<file path="src/rsc_pkg.sv">
package rsc_pkg;

    // register byte offsets on the register port
    localparam logic [7:0] ADDR_TIME_VALID   = 8'h1D;
    localparam logic [7:0] ADDR_HEALTH_FLAGS = 8'h1E;
    localparam logic [7:0] ADDR_CORR_ENABLE  = 8'h1F;
    localparam logic [7:0] ADDR_CORR_AMOUNT  = 8'h20;
    localparam logic [7:0] ADDR_SLOW_CLOCK_OUTPUT_CONTROL_CTRL  = 8'h21;

    // field positions
    localparam int VALID_BIT   = 7;
    localparam int OSC_BIT     = 0;
    localparam int BKUP_BIT    = 1;
    localparam int POR_BIT     = 2;
    localparam int SCR_LSB     = 3;
    localparam int SCR_MSB     = 7;
    localparam int ENA_BIT     = 0;
    localparam int AMT_MSB     = 5;
    localparam int SIGN_BIT    = 6;
    localparam int MASK_BIT    = 0;

    localparam int SCR_W       = SCR_MSB - SCR_LSB + 1;
    localparam int TRIM_W      = AMT_MSB + 1;

    // reset values
    localparam logic [7:0] RST_TIME_VALID   = 8'h00;
    localparam logic [7:0] RST_HEALTH_FLAGS = 8'h05;
    localparam logic [7:0] RST_CORR_ENABLE  = 8'h00;
    localparam logic [7:0] RST_CORR_AMOUNT  = 8'h00;
    localparam logic [7:0] RST_SLOW_CLOCK_OUTPUT_CONTROL_CTRL  = 8'h00;
    localparam logic [7:0] READ_UNMAPPED    = 8'h00;

    function automatic logic addr_is(input logic [7:0] addr, input logic [7:0] target);
        addr_is = (addr == target);
    endfunction : addr_is

endpackage : rsc_pkg

</file>
<file path="src/rsc_rate_trim.sv">
`timescale 1ns/1ps
module rsc_rate_trim
    import rsc_pkg::*;
#(
    parameter int W = TRIM_W
) (
    input  wire logic         clk,          // system clock
    input  wire logic         rst,          // synchronous reset, active high
    input  wire logic         sec_tick,     // one-second pulse from the time base
    input  wire logic         enable,       // trimming on
    input  wire logic [W-1:0] amount,       // seconds corrected per period
    input  wire logic         subtract,     // 1 removes seconds, 0 adds
    output logic              sec_advance,  // advance the seconds count
    output logic              sec_double    // advance by one extra second
);

    logic [W-1:0] period_cnt;
    wire logic    correct_now = enable && (period_cnt < amount);

    always_ff @(posedge clk) begin
        if (rst) begin
            period_cnt  <= '0;
            sec_advance <= 1'b0;
            sec_double  <= 1'b0;
        end else begin
            // period_cnt wraps after 2**W seconds, one trim period
            if (sec_tick) begin
                period_cnt <= period_cnt + 1'b1;
            end
            sec_advance <= sec_tick && !(correct_now && subtract);
            sec_double  <= sec_tick && correct_now && !subtract;
        end
    end

    property p_trim_off;
        @(posedge clk) disable iff (rst)
        sec_tick && !enable |=> sec_advance && !sec_double;
    endproperty
    a_trim_off: assert property (p_trim_off) else $error("trim acted while disabled");

    property p_trim_sub;
        @(posedge clk) disable iff (rst)
        sec_tick && enable && subtract && (period_cnt < amount) |=> !sec_advance && !sec_double;
    endproperty
    a_trim_sub: assert property (p_trim_sub) else $error("subtract did not drop tick");

    property p_trim_add;
        @(posedge clk) disable iff (rst)
        sec_tick && enable && !subtract && (period_cnt < amount) |=> sec_advance && sec_double;
    endproperty
    a_trim_add: assert property (p_trim_add) else $error("add did not double tick");

    property p_trim_past;
        @(posedge clk) disable iff (rst)
        sec_tick && (period_cnt >= amount) |=> sec_advance && !sec_double;
    endproperty
    a_trim_past: assert property (p_trim_past) else $error("correction past amount");

    property p_no_tick_quiet;
        @(posedge clk) disable iff (rst)
        !sec_tick |=> !sec_advance && !sec_double;
    endproperty
    a_no_tick_quiet: assert property (p_no_tick_quiet) else $error("advance without tick");

    c_trim_add: cover property (@(posedge clk) disable iff (rst) sec_double);
    c_trim_sub: cover property (@(posedge clk) disable iff (rst)
        sec_tick && enable && subtract && (period_cnt < amount));

endmodule : rsc_rate_trim

</file>
<file path="src/rsc_slow_clock_output_control_gate.sv">
`timescale 1ns/1ps
module rsc_slow_clock_output_control_gate (
    input  wire logic clk,           // system clock
    input  wire logic rst,           // synchronous reset, active high
    input  wire logic slow_clk_in,   // 32 kHz clock level, sampled
    input  wire logic mask,          // 1 disables the output
    output logic      slow_clk_out   // gated 32 kHz clock
);

    always_ff @(posedge clk) begin
        if (rst) begin
            slow_clk_out <= 1'b0;
        end else begin
            slow_clk_out <= slow_clk_in && !mask;
        end
    end

    property p_masked_low;
        @(posedge clk) disable iff (rst)
        mask |=> !slow_clk_out;
    endproperty
    a_masked_low: assert property (p_masked_low) else $error("masked clock output active");

    property p_passes;
        @(posedge clk) disable iff (rst)
        !mask |=> slow_clk_out == $past(slow_clk_in);
    endproperty
    a_passes: assert property (p_passes) else $error("clock output not following input");

endmodule : rsc_slow_clock_output_control_gate

</file>
<file path="src/rsc_status_trim_top.sv">
`timescale 1ns/1ps
// Operation
// - time-valid bit reads 0 once time and calendar registers are reset; a same-cycle read of the validity register sets it instead.
// - only a read of the validity register sets time-valid; writes never do.
// - flags bit 0 shows clock source: 0 crystal, 1 internal RC.
// - flags bit 1 becomes 1 when coin cell drops below threshold.
// - flags bit 2 reads 1 after a power-on reset, 0 otherwise.
// - flags bits 7:3 are scratch storage, cleared by power-on reset.
// - flags reset to 0x05, validity register resets to 0x00.
// - trim-enable bit 0 turns rate correction off or on.
// - six-bit amount gives seconds corrected per 64-second period.
// - trim bit 6 picks direction: 0 adds seconds, 1 subtracts.
// - clock-output bit 0: 0 drives 32 kHz out, 1 masks; resets 0.
module rsc_status_trim_top
    import rsc_pkg::*;
(
    input  wire logic       CLK_SYS,          // 40 MHz system clock
    input  wire logic       SYS_RST,          // power-on reset, synchronous, active high
    input  wire logic [7:0] REG_ADDR,         // register address
    input  wire logic [7:0] REG_WDATA,        // write data
    input  wire logic       REG_WR,           // write strobe
    input  wire logic       REG_RD,           // read strobe
    output logic      [7:0] REG_RDATA,        // read data, one cycle after strobe
    output logic            REG_RVALID,       // read data valid pulse
    input  wire logic       OSC_RC_ACTIVE,    // 1 while internal RC oscillator runs
    input  wire logic       COIN_LOW,         // coin cell below low-voltage threshold
    input  wire logic       TIME_REGS_CLEAR,  // time and calendar registers reset
    input  wire logic       SEC_TICK,         // one-second pulse from the time base
    input  wire logic       SLOW_CLK_IN,      // 32 kHz clock level
    output logic            SEC_ADVANCE,      // advance seconds count
    output logic            SEC_DOUBLE,       // advance one extra second
    output logic            SLOW_CLK_OUT      // gated 32 kHz output
);

    logic             time_valid_bit;
    logic             osc_source_flag;
    logic             backup_cell_low_flag;
    logic             por_flag;
    logic [SCR_W-1:0] scratch;
    logic             rate_correction_enable_bit;
    logic [TRIM_W-1:0] correction_seconds;
    logic             correction_sign;
    logic             slow_clock_output_mask;
    logic             coin_low_d;

    // address decode
    wire logic hit_valid  = addr_is(REG_ADDR, ADDR_TIME_VALID);
    wire logic hit_flags  = addr_is(REG_ADDR, ADDR_HEALTH_FLAGS);
    wire logic hit_enable = addr_is(REG_ADDR, ADDR_CORR_ENABLE);
    wire logic hit_amount = addr_is(REG_ADDR, ADDR_CORR_AMOUNT);
    wire logic hit_slow_clock_output_control = addr_is(REG_ADDR, ADDR_SLOW_CLOCK_OUTPUT_CONTROL_CTRL);

    wire logic rd_valid   = REG_RD && hit_valid;
    wire logic wr_flags   = REG_WR && hit_flags;
    wire logic wr_enable  = REG_WR && hit_enable;
    wire logic wr_amount  = REG_WR && hit_amount;
    wire logic wr_slow_clock_output_control  = REG_WR && hit_slow_clock_output_control;

    wire logic coin_fall  = COIN_LOW && !coin_low_d;
    wire logic clr_bkup   = wr_flags && !REG_WDATA[BKUP_BIT];
    wire logic clr_por    = wr_flags && !REG_WDATA[POR_BIT];

    // a read sets the valid bit and wins over a simultaneous clear
    wire logic next_time_valid = rd_valid ? 1'b1 :
                                 TIME_REGS_CLEAR ? 1'b0 : time_valid_bit;
    wire logic next_backup     = coin_fall ? 1'b1 :
                                 clr_bkup ? 1'b0 : backup_cell_low_flag;
    wire logic next_por        = clr_por ? 1'b0 : por_flag;

    // read values; reserved bits are constant zero
    wire logic [7:0] valid_value  = 8'(time_valid_bit) << VALID_BIT;
    wire logic [7:0] flags_value  = {scratch, por_flag, backup_cell_low_flag,
                                     osc_source_flag};
    wire logic [7:0] enable_value = 8'(rate_correction_enable_bit) << ENA_BIT;
    wire logic [7:0] amount_value = (8'(correction_sign) << SIGN_BIT)
                                  | 8'(correction_seconds);
    wire logic [7:0] slow_clock_output_control_value = 8'(slow_clock_output_mask) << MASK_BIT;

    wire logic [7:0] next_rdata = hit_valid  ? valid_value  :
                                  hit_flags  ? flags_value  :
                                  hit_enable ? enable_value :
                                  hit_amount ? amount_value :
                                  hit_slow_clock_output_control ? slow_clock_output_control_value : READ_UNMAPPED;

    always_ff @(posedge CLK_SYS) begin
        if (SYS_RST) begin
            time_valid_bit       <= RST_TIME_VALID[VALID_BIT];
            osc_source_flag      <= RST_HEALTH_FLAGS[OSC_BIT];
            backup_cell_low_flag <= RST_HEALTH_FLAGS[BKUP_BIT];
            por_flag             <= RST_HEALTH_FLAGS[POR_BIT];
            scratch              <= RST_HEALTH_FLAGS[SCR_MSB:SCR_LSB];
            coin_low_d           <= 1'b0;
        end else begin
            time_valid_bit       <= next_time_valid;
            osc_source_flag      <= OSC_RC_ACTIVE;
            backup_cell_low_flag <= next_backup;
            por_flag             <= next_por;
            coin_low_d           <= COIN_LOW;
            if (wr_flags) begin
                scratch <= REG_WDATA[SCR_MSB:SCR_LSB];
            end
        end
    end

    always_ff @(posedge CLK_SYS) begin
        if (SYS_RST) begin
            rate_correction_enable_bit <= RST_CORR_ENABLE[ENA_BIT];
            correction_seconds         <= RST_CORR_AMOUNT[AMT_MSB:0];
            correction_sign            <= RST_CORR_AMOUNT[SIGN_BIT];
            slow_clock_output_mask     <= RST_SLOW_CLOCK_OUTPUT_CONTROL_CTRL[MASK_BIT];
        end else begin
            if (wr_enable) begin
                rate_correction_enable_bit <= REG_WDATA[ENA_BIT];
            end
            if (wr_amount) begin
                correction_seconds <= REG_WDATA[AMT_MSB:0];
                correction_sign    <= REG_WDATA[SIGN_BIT];
            end
            if (wr_slow_clock_output_control) begin
                slow_clock_output_mask <= REG_WDATA[MASK_BIT];
            end
        end
    end

    always_ff @(posedge CLK_SYS) begin
        if (SYS_RST) begin
            REG_RDATA  <= READ_UNMAPPED;
            REG_RVALID <= 1'b0;
        end else begin
            REG_RDATA  <= REG_RD ? next_rdata : REG_RDATA;
            REG_RVALID <= REG_RD;
        end
    end

    rsc_rate_trim #(
        .W(TRIM_W)
    ) u_trim (
        .clk         (CLK_SYS),
        .rst         (SYS_RST),
        .sec_tick    (SEC_TICK),
        .enable      (rate_correction_enable_bit),
        .amount      (correction_seconds),
        .subtract    (correction_sign),
        .sec_advance (SEC_ADVANCE),
        .sec_double  (SEC_DOUBLE)
    );

    rsc_slow_clock_output_control_gate u_slow_clock_output_control (
        .clk          (CLK_SYS),
        .rst          (SYS_RST),
        .slow_clk_in  (SLOW_CLK_IN),
        .mask         (slow_clock_output_mask),
        .slow_clk_out (SLOW_CLK_OUT)
    );

    property p_valid_cleared;
        @(posedge CLK_SYS) disable iff (SYS_RST)
        TIME_REGS_CLEAR && !rd_valid |=> !time_valid_bit;
    endproperty
    a_valid_cleared: assert property (p_valid_cleared) else $error("valid bit not cleared");

    property p_valid_only_by_read;
        @(posedge CLK_SYS) disable iff (SYS_RST)
        $rose(time_valid_bit) |-> $past(REG_RD) && $past(REG_ADDR) == ADDR_TIME_VALID;
    endproperty
    a_valid_only_by_read: assert property (p_valid_only_by_read) else $error("valid set without read");

    property p_valid_read_sets;
        @(posedge CLK_SYS) disable iff (SYS_RST)
        rd_valid |=> REG_RVALID && time_valid_bit ##1 (time_valid_bit || $past(TIME_REGS_CLEAR));
    endproperty
    a_valid_read_sets: assert property (p_valid_read_sets) else $error("read did not set valid");

    property p_osc_readback;
        @(posedge CLK_SYS) disable iff (SYS_RST)
        !$past(SYS_RST) && REG_RD && hit_flags |=> REG_RDATA[OSC_BIT] == $past(OSC_RC_ACTIVE, 2);
    endproperty
    a_osc_readback: assert property (p_osc_readback) else $error("clock source flag wrong");

    property p_bkup_set;
        @(posedge CLK_SYS) disable iff (SYS_RST)
        !$past(SYS_RST) && $rose(COIN_LOW) |=> backup_cell_low_flag [*2] or
            (backup_cell_low_flag ##1 $past(clr_bkup));
    endproperty
    a_bkup_set: assert property (p_bkup_set) else $error("coin cell flag not set");

    property p_bkup_hold;
        @(posedge CLK_SYS) disable iff (SYS_RST)
        backup_cell_low_flag && !clr_bkup |=> backup_cell_low_flag;
    endproperty
    a_bkup_hold: assert property (p_bkup_hold) else $error("coin cell flag lost");

    property p_por_no_set;
        @(posedge CLK_SYS) disable iff (SYS_RST)
        !por_flag |=> !por_flag;
    endproperty
    a_por_no_set: assert property (p_por_no_set) else $error("reset flag set without reset");

    property p_scratch_rw;
        @(posedge CLK_SYS) disable iff (SYS_RST)
        wr_flags ##1 !REG_WR ##1 (REG_RD && hit_flags && !REG_WR) |=>
            REG_RDATA[SCR_MSB:SCR_LSB] == $past(REG_WDATA[SCR_MSB:SCR_LSB], 3);
    endproperty
    a_scratch_rw: assert property (p_scratch_rw) else $error("scratch readback wrong");

    property p_reset_values;
        @(posedge CLK_SYS) disable iff (SYS_RST)
        $fell(SYS_RST) |-> flags_value == RST_HEALTH_FLAGS && valid_value == RST_TIME_VALID
            && slow_clock_output_control_value == RST_SLOW_CLOCK_OUTPUT_CONTROL_CTRL;
    endproperty
    a_reset_values: assert property (p_reset_values) else $error("reset value wrong");

    property p_reserved_zero;
        @(posedge CLK_SYS) disable iff (SYS_RST)
        REG_RD && (hit_enable || hit_slow_clock_output_control) |=> REG_RDATA[7:1] == 7'h00;
    endproperty
    a_reserved_zero: assert property (p_reserved_zero) else $error("reserved bits nonzero");

    property p_valid_reserved;
        @(posedge CLK_SYS) disable iff (SYS_RST)
        REG_RD && hit_valid |=> REG_RDATA[VALID_BIT-1:0] == 7'h00;
    endproperty
    a_valid_reserved: assert property (p_valid_reserved) else $error("valid reserved set");

    property p_amount_reserved;
        @(posedge CLK_SYS) disable iff (SYS_RST)
        REG_RD && hit_amount |=> !REG_RDATA[SIGN_BIT+1];
    endproperty
    a_amount_reserved: assert property (p_amount_reserved) else $error("trim bit 7 set");

    property p_unmapped_zero;
        @(posedge CLK_SYS) disable iff (SYS_RST)
        REG_RD && !(hit_valid || hit_flags || hit_enable || hit_amount || hit_slow_clock_output_control)
            |=> REG_RDATA == READ_UNMAPPED;
    endproperty
    a_unmapped_zero: assert property (p_unmapped_zero) else $error("unmapped read nonzero");

    property p_write_no_valid;
        @(posedge CLK_SYS) disable iff (SYS_RST)
        REG_WR && hit_valid && !REG_RD && !time_valid_bit |=> !time_valid_bit;
    endproperty
    a_write_no_valid: assert property (p_write_no_valid) else $error("write set valid");

    property p_osc_follow;
        @(posedge CLK_SYS) disable iff (SYS_RST)
        !$past(SYS_RST) |-> osc_source_flag == $past(OSC_RC_ACTIVE);
    endproperty
    a_osc_follow: assert property (p_osc_follow) else $error("source flag not following");

    property p_bkup_clear;
        @(posedge CLK_SYS) disable iff (SYS_RST)
        clr_bkup && !coin_fall |=> !backup_cell_low_flag;
    endproperty
    a_bkup_clear: assert property (p_bkup_clear) else $error("coin cell flag not cleared");

    property p_por_clear;
        @(posedge CLK_SYS) disable iff (SYS_RST)
        clr_por |=> !por_flag;
    endproperty
    a_por_clear: assert property (p_por_clear) else $error("reset flag not cleared");

    property p_scratch_hold;
        @(posedge CLK_SYS) disable iff (SYS_RST)
        !wr_flags |=> $stable(scratch);
    endproperty
    a_scratch_hold: assert property (p_scratch_hold) else $error("scratch changed");

    property p_enable_rw;
        @(posedge CLK_SYS) disable iff (SYS_RST)
        wr_enable |=> rate_correction_enable_bit == $past(REG_WDATA[ENA_BIT]);
    endproperty
    a_enable_rw: assert property (p_enable_rw) else $error("trim enable not stored");

    property p_amount_rw;
        @(posedge CLK_SYS) disable iff (SYS_RST)
        wr_amount |=> correction_seconds == $past(REG_WDATA[AMT_MSB:0])
            && correction_sign == $past(REG_WDATA[SIGN_BIT]);
    endproperty
    a_amount_rw: assert property (p_amount_rw) else $error("trim amount not stored");

    property p_mask_rw;
        @(posedge CLK_SYS) disable iff (SYS_RST)
        wr_slow_clock_output_control |=> slow_clock_output_mask == $past(REG_WDATA[MASK_BIT]);
    endproperty
    a_mask_rw: assert property (p_mask_rw) else $error("output mask not stored");

    property p_trim_reset;
        @(posedge CLK_SYS) disable iff (SYS_RST)
        $fell(SYS_RST) |-> enable_value == RST_CORR_ENABLE && amount_value == RST_CORR_AMOUNT;
    endproperty
    a_trim_reset: assert property (p_trim_reset) else $error("trim reset value wrong");

    property p_rvalid_pulse;
        @(posedge CLK_SYS) disable iff (SYS_RST)
        !$past(SYS_RST) |-> REG_RVALID == $past(REG_RD);
    endproperty
    a_rvalid_pulse: assert property (p_rvalid_pulse) else $error("read valid pulse wrong");

    property p_rdata_hold;
        @(posedge CLK_SYS) disable iff (SYS_RST)
        !REG_RD |=> $stable(REG_RDATA);
    endproperty
    a_rdata_hold: assert property (p_rdata_hold) else $error("read data changed without read");

    c_valid_set: cover property (@(posedge CLK_SYS) disable iff (SYS_RST) $rose(time_valid_bit));
    c_bkup_set:  cover property (@(posedge CLK_SYS) disable iff (SYS_RST) $rose(backup_cell_low_flag));
    c_por_clear: cover property (@(posedge CLK_SYS) disable iff (SYS_RST) $fell(por_flag));

endmodule : rsc_status_trim_top

</file>
<file path="config.mk">
export PLATFORM = sky130hd
export DESIGN_NAME = rsc_status_trim_top
export DESIGN_NICKNAME = d
export VERILOG_FILES = /design/src/rsc_pkg.sv /design/src/rsc_rate_trim.sv /design/src/rsc_slow_clock_output_control_gate.sv /design/src/rsc_status_trim_top.sv
export SDC_FILE = /design/constraint.sdc
export NUM_CORES = 1
export LEC_CHECK = 0
export ABC_CLOCK_PERIOD_IN_PS = 2000
export BUFFER_PORTS_ARGS = -buffer_cell sky130_fd_sc_hd__buf_2
export CAP_MARGIN = 20
export CORE_UTILIZATION = 40
export CTS_CLUSTER_DIAMETER = 30
export DETAILED_ROUTE_END_ITERATION = 6
export GPL_TIMING_DRIVEN = 0
export HOLD_SLACK_MARGIN = 0.06
export SYNTH_ARGS = -nofsm -noshare
export SYNTH_HDL_FRONTEND = slang
export SYNTH_SLANG_ARGS = --single-unit
</file>
<file path="constraint.sdc">
create_clock -name CLK_SYS -period 2 [get_ports CLK_SYS]
set_input_delay 0.3 -clock CLK_SYS [delete_from_list [all_inputs] [get_ports CLK_SYS]]
set_output_delay 0.3 -clock CLK_SYS [all_outputs]
set_load 0.01 [all_outputs]
</file>
Yosys cells after proc, flatten, opt, wreduce, memory -nomap -nowiden
Index checks and enable logic that the tools add are counted.
{ "op_classes": {"n_addsub": 1, "magnitude_cmp": 1, "eq_ne": 5, "muxes": 9, "bitwise_logic": 1, "reduce_logical": 22} }
{ "ops": {"columns": ["cell", "n"], "rows": [
  ["equality test 8 x 5 -> 1 bit, second input constant", 3],
  ["equality test 8 x 6 -> 1 bit, second input constant", 2],
  ["2-to-1 mux 8 bit", 2],
  ["logical AND 1 bit", 14],
  ["2-to-1 mux 7 bit", 2],
  ["OR 7 x 6 -> 7 bit", 1],
  ["adder 6 x 1 -> 6 bit, second input constant", 1],
  ["zero test 1 bit", 6],
  ["less-than comparator 6 bit", 1],
  ["2-to-1 mux 1 bit", 5],
  ["nonzero test 2 bit", 2]
]} }
{ "totals": {"regBits": 37, "in_bits": 25, "out_inout_bits": 12, "word_cells": 55} }

Logic depth before layout (Yosys ltp)
{ "depth": {"depth_word": 6, "ltp_mapped": 6, "ltp_nobuf": 6} }

Modules after synthesis
A second synthesis with hierarchy kept.
{ "unflattened": {"cells_unflattened": 171, "hier_area_um2": 1625.3} }
{ "modules_own_cells": {"columns": ["mod", "instances", "cells_each", "area_per_inst_um2", "seq_area_each_um2"], "rows": [
  ["rsc_status_trim_top", 1, 119, 1138.6, 560.5],
  ["rsc_rate_trim", 1, 50, 454.2, 160.2],
  ["rsc_slow_clock_output_control_gate", 1, 2, 32.5, 20.0]
]} }

Worst setup path after synthesis
OpenSTA, ideal clock, no wires.
{ "synth_path": {"kind": "input port to flip-flop", "start": "in REG_ADDR[7]", "end": "reg REG_RDATA[1]", "setup_time_ns": 0.059, "arrival_time_ns": 1.395, "required_ns": 1.941, "path_slack_ns": 0.546, "stages": 4, "path_buffers": 0, "path_cell_list": "or4_4 -> nor4b_4 -> a22oi_1 -> nand2_1"} }
{ "synth_via": {"elab_chain_cells": 5, "elab_cells_between_ends": 8, "classes_between": "eq/ne (4); mux (4)"} }
{ "synth_rtl": {"columns": ["item", "line", "source"], "rows": [
  ["start, declared", "rsc_status_trim_top.sv:19", "input wire logic [7:0] REG_ADDR,"],
  ["equality test 8 x 6 -> 1 bit", "rsc_pkg.sv:34", "addr_is = (addr == target);"],
  ["2-to-1 mux 7 bit", "rsc_status_trim_top.sv:82", "hit_amount ? amount_value :"],
  ["2-to-1 mux 7 bit", "rsc_status_trim_top.sv:81", "hit_enable ? enable_value :"],
  ["2-to-1 mux 8 bit", "rsc_status_trim_top.sv:80", "hit_flags ? flags_value :"],
  ["2-to-1 mux 8 bit *", "rsc_status_trim_top.sv:79", "wire logic [7:0] next_rdata = hit_valid ? valid_value :"],
  ["end signal, assigned", "rsc_status_trim_top.sv:130", "REG_RDATA <= REG_RD ? next_rdata : REG_RDATA;"],
  ["end, declared", "rsc_status_trim_top.sv:23", "output logic [7:0] REG_RDATA,"]
]} }
Mark *: on every way between the ends. The rest lies on a longest branch, timed or not.
A chain may end at the register's enable or synchronous reset.

Worst setup path in the final report
{ "layout_path": {"start": "reg correction_seconds[4]", "end": "reg u_trim.sec_double"} }
{ "layout_via": {"elab_chain_cells": 4} }
{ "layout_rtl": {"columns": ["item", "line", "source"], "rows": [
  ["start, declared", "rsc_status_trim_top.sv:41", "logic [TRIM_W-1:0] correction_seconds;"],
  ["start signal, assigned", "rsc_status_trim_top.sv:108", "correction_seconds <= RST_CORR_AMOUNT[AMT_MSB:0];"],
  ["start signal, assigned", "rsc_status_trim_top.sv:116", "correction_seconds <= REG_WDATA[AMT_MSB:0];"],
  ["less-than comparator 6 bit", "rsc_rate_trim.sv:18", "wire logic correct_now = enable && (period_cnt < amount);"],
  ["logical AND 1 bit", "rsc_rate_trim.sv:18", null],
  ["logical AND 1 bit (2 in series)", "rsc_rate_trim.sv:31", "sec_double <= sec_tick && correct_now && !subtract;"],
  ["end signal, assigned", "rsc_rate_trim.sv:31", null],
  ["end, declared", "rsc_rate_trim.sv:14", "output logic sec_double"]
]} }
Every way passes these cells.

==> results.toml <==
[placed_design]
place_hpwl_mm = 2.59
gp_congestion = 0.865
placed_cell_area_sq_um = 1830
portBuffers = 35

[synth]
yosysTopAreaCellShare_pct = 46.4
syn_area_sq_um = 1600
synthesis.instances = 169
synth.largest_area_cell = "dfxtp_1"
synth_area_per_cell_sq_um = 9.45
ys_warn_count = 0
synthesis.nets = 200
seq_area_frac_synth_pct = 46.4
ys_ff_latch = 37
netlist_top_cells_area = "dfxtp_1, mux2i_1, nor2_1, ha_1, nand2_1"
ys_types = 37

[timing]
worst_slew_pin_slew_ps = 521
layout_min_cycle_time_ps = 1500
setup-tns-final_ps = 0
setup_violations = 0
fin_crit_sh_pct = 74.9
timing.slew.headroom_pct = 65.3
fmax_mhz = 668
hold_ws_ps = 198
grt_setup_unrepaired = "false"
finClkSkew_ps = 5.10
slew_viol_final = 0
hold_viol = 0

[finish]
diodes = 0
layout_commonest_cell = "dfxtp_1"
finalInstanceArea_sq_um = 1920
drive_gt1_share_pct = 23.1
final_cell_mix = "dfxtp_1, buf_2, nor2_1"
area.growth.synth_to_final_pct = 20.1
finalNetCount = 242

[setup_path]
critical_path_arrival_ps = 1710
path_cells = "inv_1 > ha_1 > a21oi_1 > o21ai_0 > a41oi_1 > nor3b_1"
startpoint_type = "register"
critPathSlowestCell = "dfxtp_1"
max_stage_delay_ps = 370
critPathKind = "register to register"
end_kind = "register"
path_max_fanout = 3
cp_data_required_time_ps = 2210

[route]
ant_nets = 0
drtPass1Iterations = 4
drt-total-wl_mm = 3.43
wl_per_cell_um = 13.2
dr_total_vias = 1299
vias_per_cell = 5.00
drc_errors = 0
drt_iter0_drc = 51

[grt]
antenna_found_initial = 0
grt_first_pass_wirelength_mm = 5.55
grt_max_degree = 13
gr-usage-all-layers_pct = 17.2
grt_pass1_vias = 1214
gr-total-overflow = 0

[floorplanning]
die_y_um = 65.2
rows = 22
die_area_sq_um = 4250
core_area_sq_um = 3740
die_w_um = 65.2
io_pins = 37
start_util_pct = 42.7

[clock_tree]
cts_made_buffers = 5
post_cts_buffers = 0
clk_pin_slew_ps = 70
cts_resized = 0
insertion_delay_ps = 280
clk_path_buf_depth = 2
cts-root-buf = "clkbuf_8"
htree_levels = 2
cts.sinks = 37
cts_tree = "done"
hold_buffers = 0

[status]
outcome = "finished clean"

[power_and_ir_drop]
power_leakage_nw = 0.914
vdd_ir_drop_max_v = 0.000436
power_density_nw_per_um2 = 705
power_mw = 1.35

[min_path]
min_path_type = "input port to register"

[job]
drv_cap = 0
[critical path, delay by kind of cell (launching register included)]
family | cells | cell delay [ps]
adder cells (fa/ha/maj) | 1 | 320
AND/OR/NAND/NOR | 1 | 190
AO/OA/AOI/OAI | 3 | 490
flip-flops | 1 | 370
buffers and inverters | 1 | 60
[flip-flops by register name, indices dropped and copies added, names as in the netlist, 5 cells and up]
register / cells
correction_seconds: 6
scratch: 5
u_trim.period_cnt: 6
REG_RDATA: 8
[report_power, final]
group / total (mW) / switching, mW / internal [mW]
logic: 0.0969 / 0.0532 / 0.0437
registers: 0.755 / 0.00727 / 0.748
clock network: 0.501 / 0.261 / 0.240
[worst paths after layout]
| kind | start | to | slack, ps | depth (start not counted) |
|---|---|---|---|---|
| min reg2reg | REG_RDATA[1] | REG_RDATA[1] | 440 | 2 |
| max | correction_seconds[4] | u_trim.sec_double | 500 | 6 |
| min | OSC_RC_ACTIVE | osc_source_flag | 200 | 2 |
| max reg2reg | correction_seconds[4] | u_trim.sec_double | 500 | 6 |
[synthesized netlist by cell type]
cell	count
dfxtp_1	37
nor2_1	22
mux2i_1	16
nand2_1	15
inv_1	7
nor2b_1	7
a21oi_1	6
a22oi_1	6
ha_1	6
clkbuf_1	4
nand2b_1	4
nand3_1	4
nand4_1	4
o21ai_0	3
xor2_1	3
and2_1	2
nor3b_1	2
o21ai_1	2
a22o_1	1
a32o_1	1
a32oi_1	1
a41oi_1	1
and4_1	1
and4b_1	1
buf_2	1
buf_6	1
nand4b_1	1
nor3_1	1
nor4b_1	1
nor4b_4	1
o211ai_1	1
o31ai_1	1
or2_2	1
or3_1	1
or3b_2	1
or4_4	1
xnor2_1	1
[cell families after synthesis]
logic type | Yosys count | synth area share (%)
fa+ha+maj | 6 | 4.70
xor+xnor | 4 | 2.19
compound gates | 23 | 9.48
flops | 37 | 46.4
buf+inv | 13 | 3.60
simple gates | 70 | 23.6
mux | 16 | 10.0
[stage by stage]
stage	worst slack, ps	utilization [%]	instances
6_report	502	51.3	260
3_3_place_gp	273	49.0	252
4_1_cts	515	51.3	260
2_1_floorplan	546	-	169
3_5_place_dp	275	49.0	252
5_1_grt	388	51.3	260
[routing by layer]
layer,up-vias,global-route usage (%),share of wire [%]
li1,670,-,-
met3,5,5.38,4.0
met2,29,27.3,48
met4,0,5.71,0.85
met1,595,22.0,47
met5,-,0,0
[area by class of cell]
cell class	count	area, sq um
Fill cell	382	1820
Multi-Input combinational cell	119	800
Sequential cell	37	741
Timing Repair Buffer	35	175
Clock buffer	5	68.8
Tap cell	48	60.1
Buffer	6	31.3
Inverter	7	26.3
Clock inverter	3	17.5
Note: power is estimated with default switching activity, not from simulation.
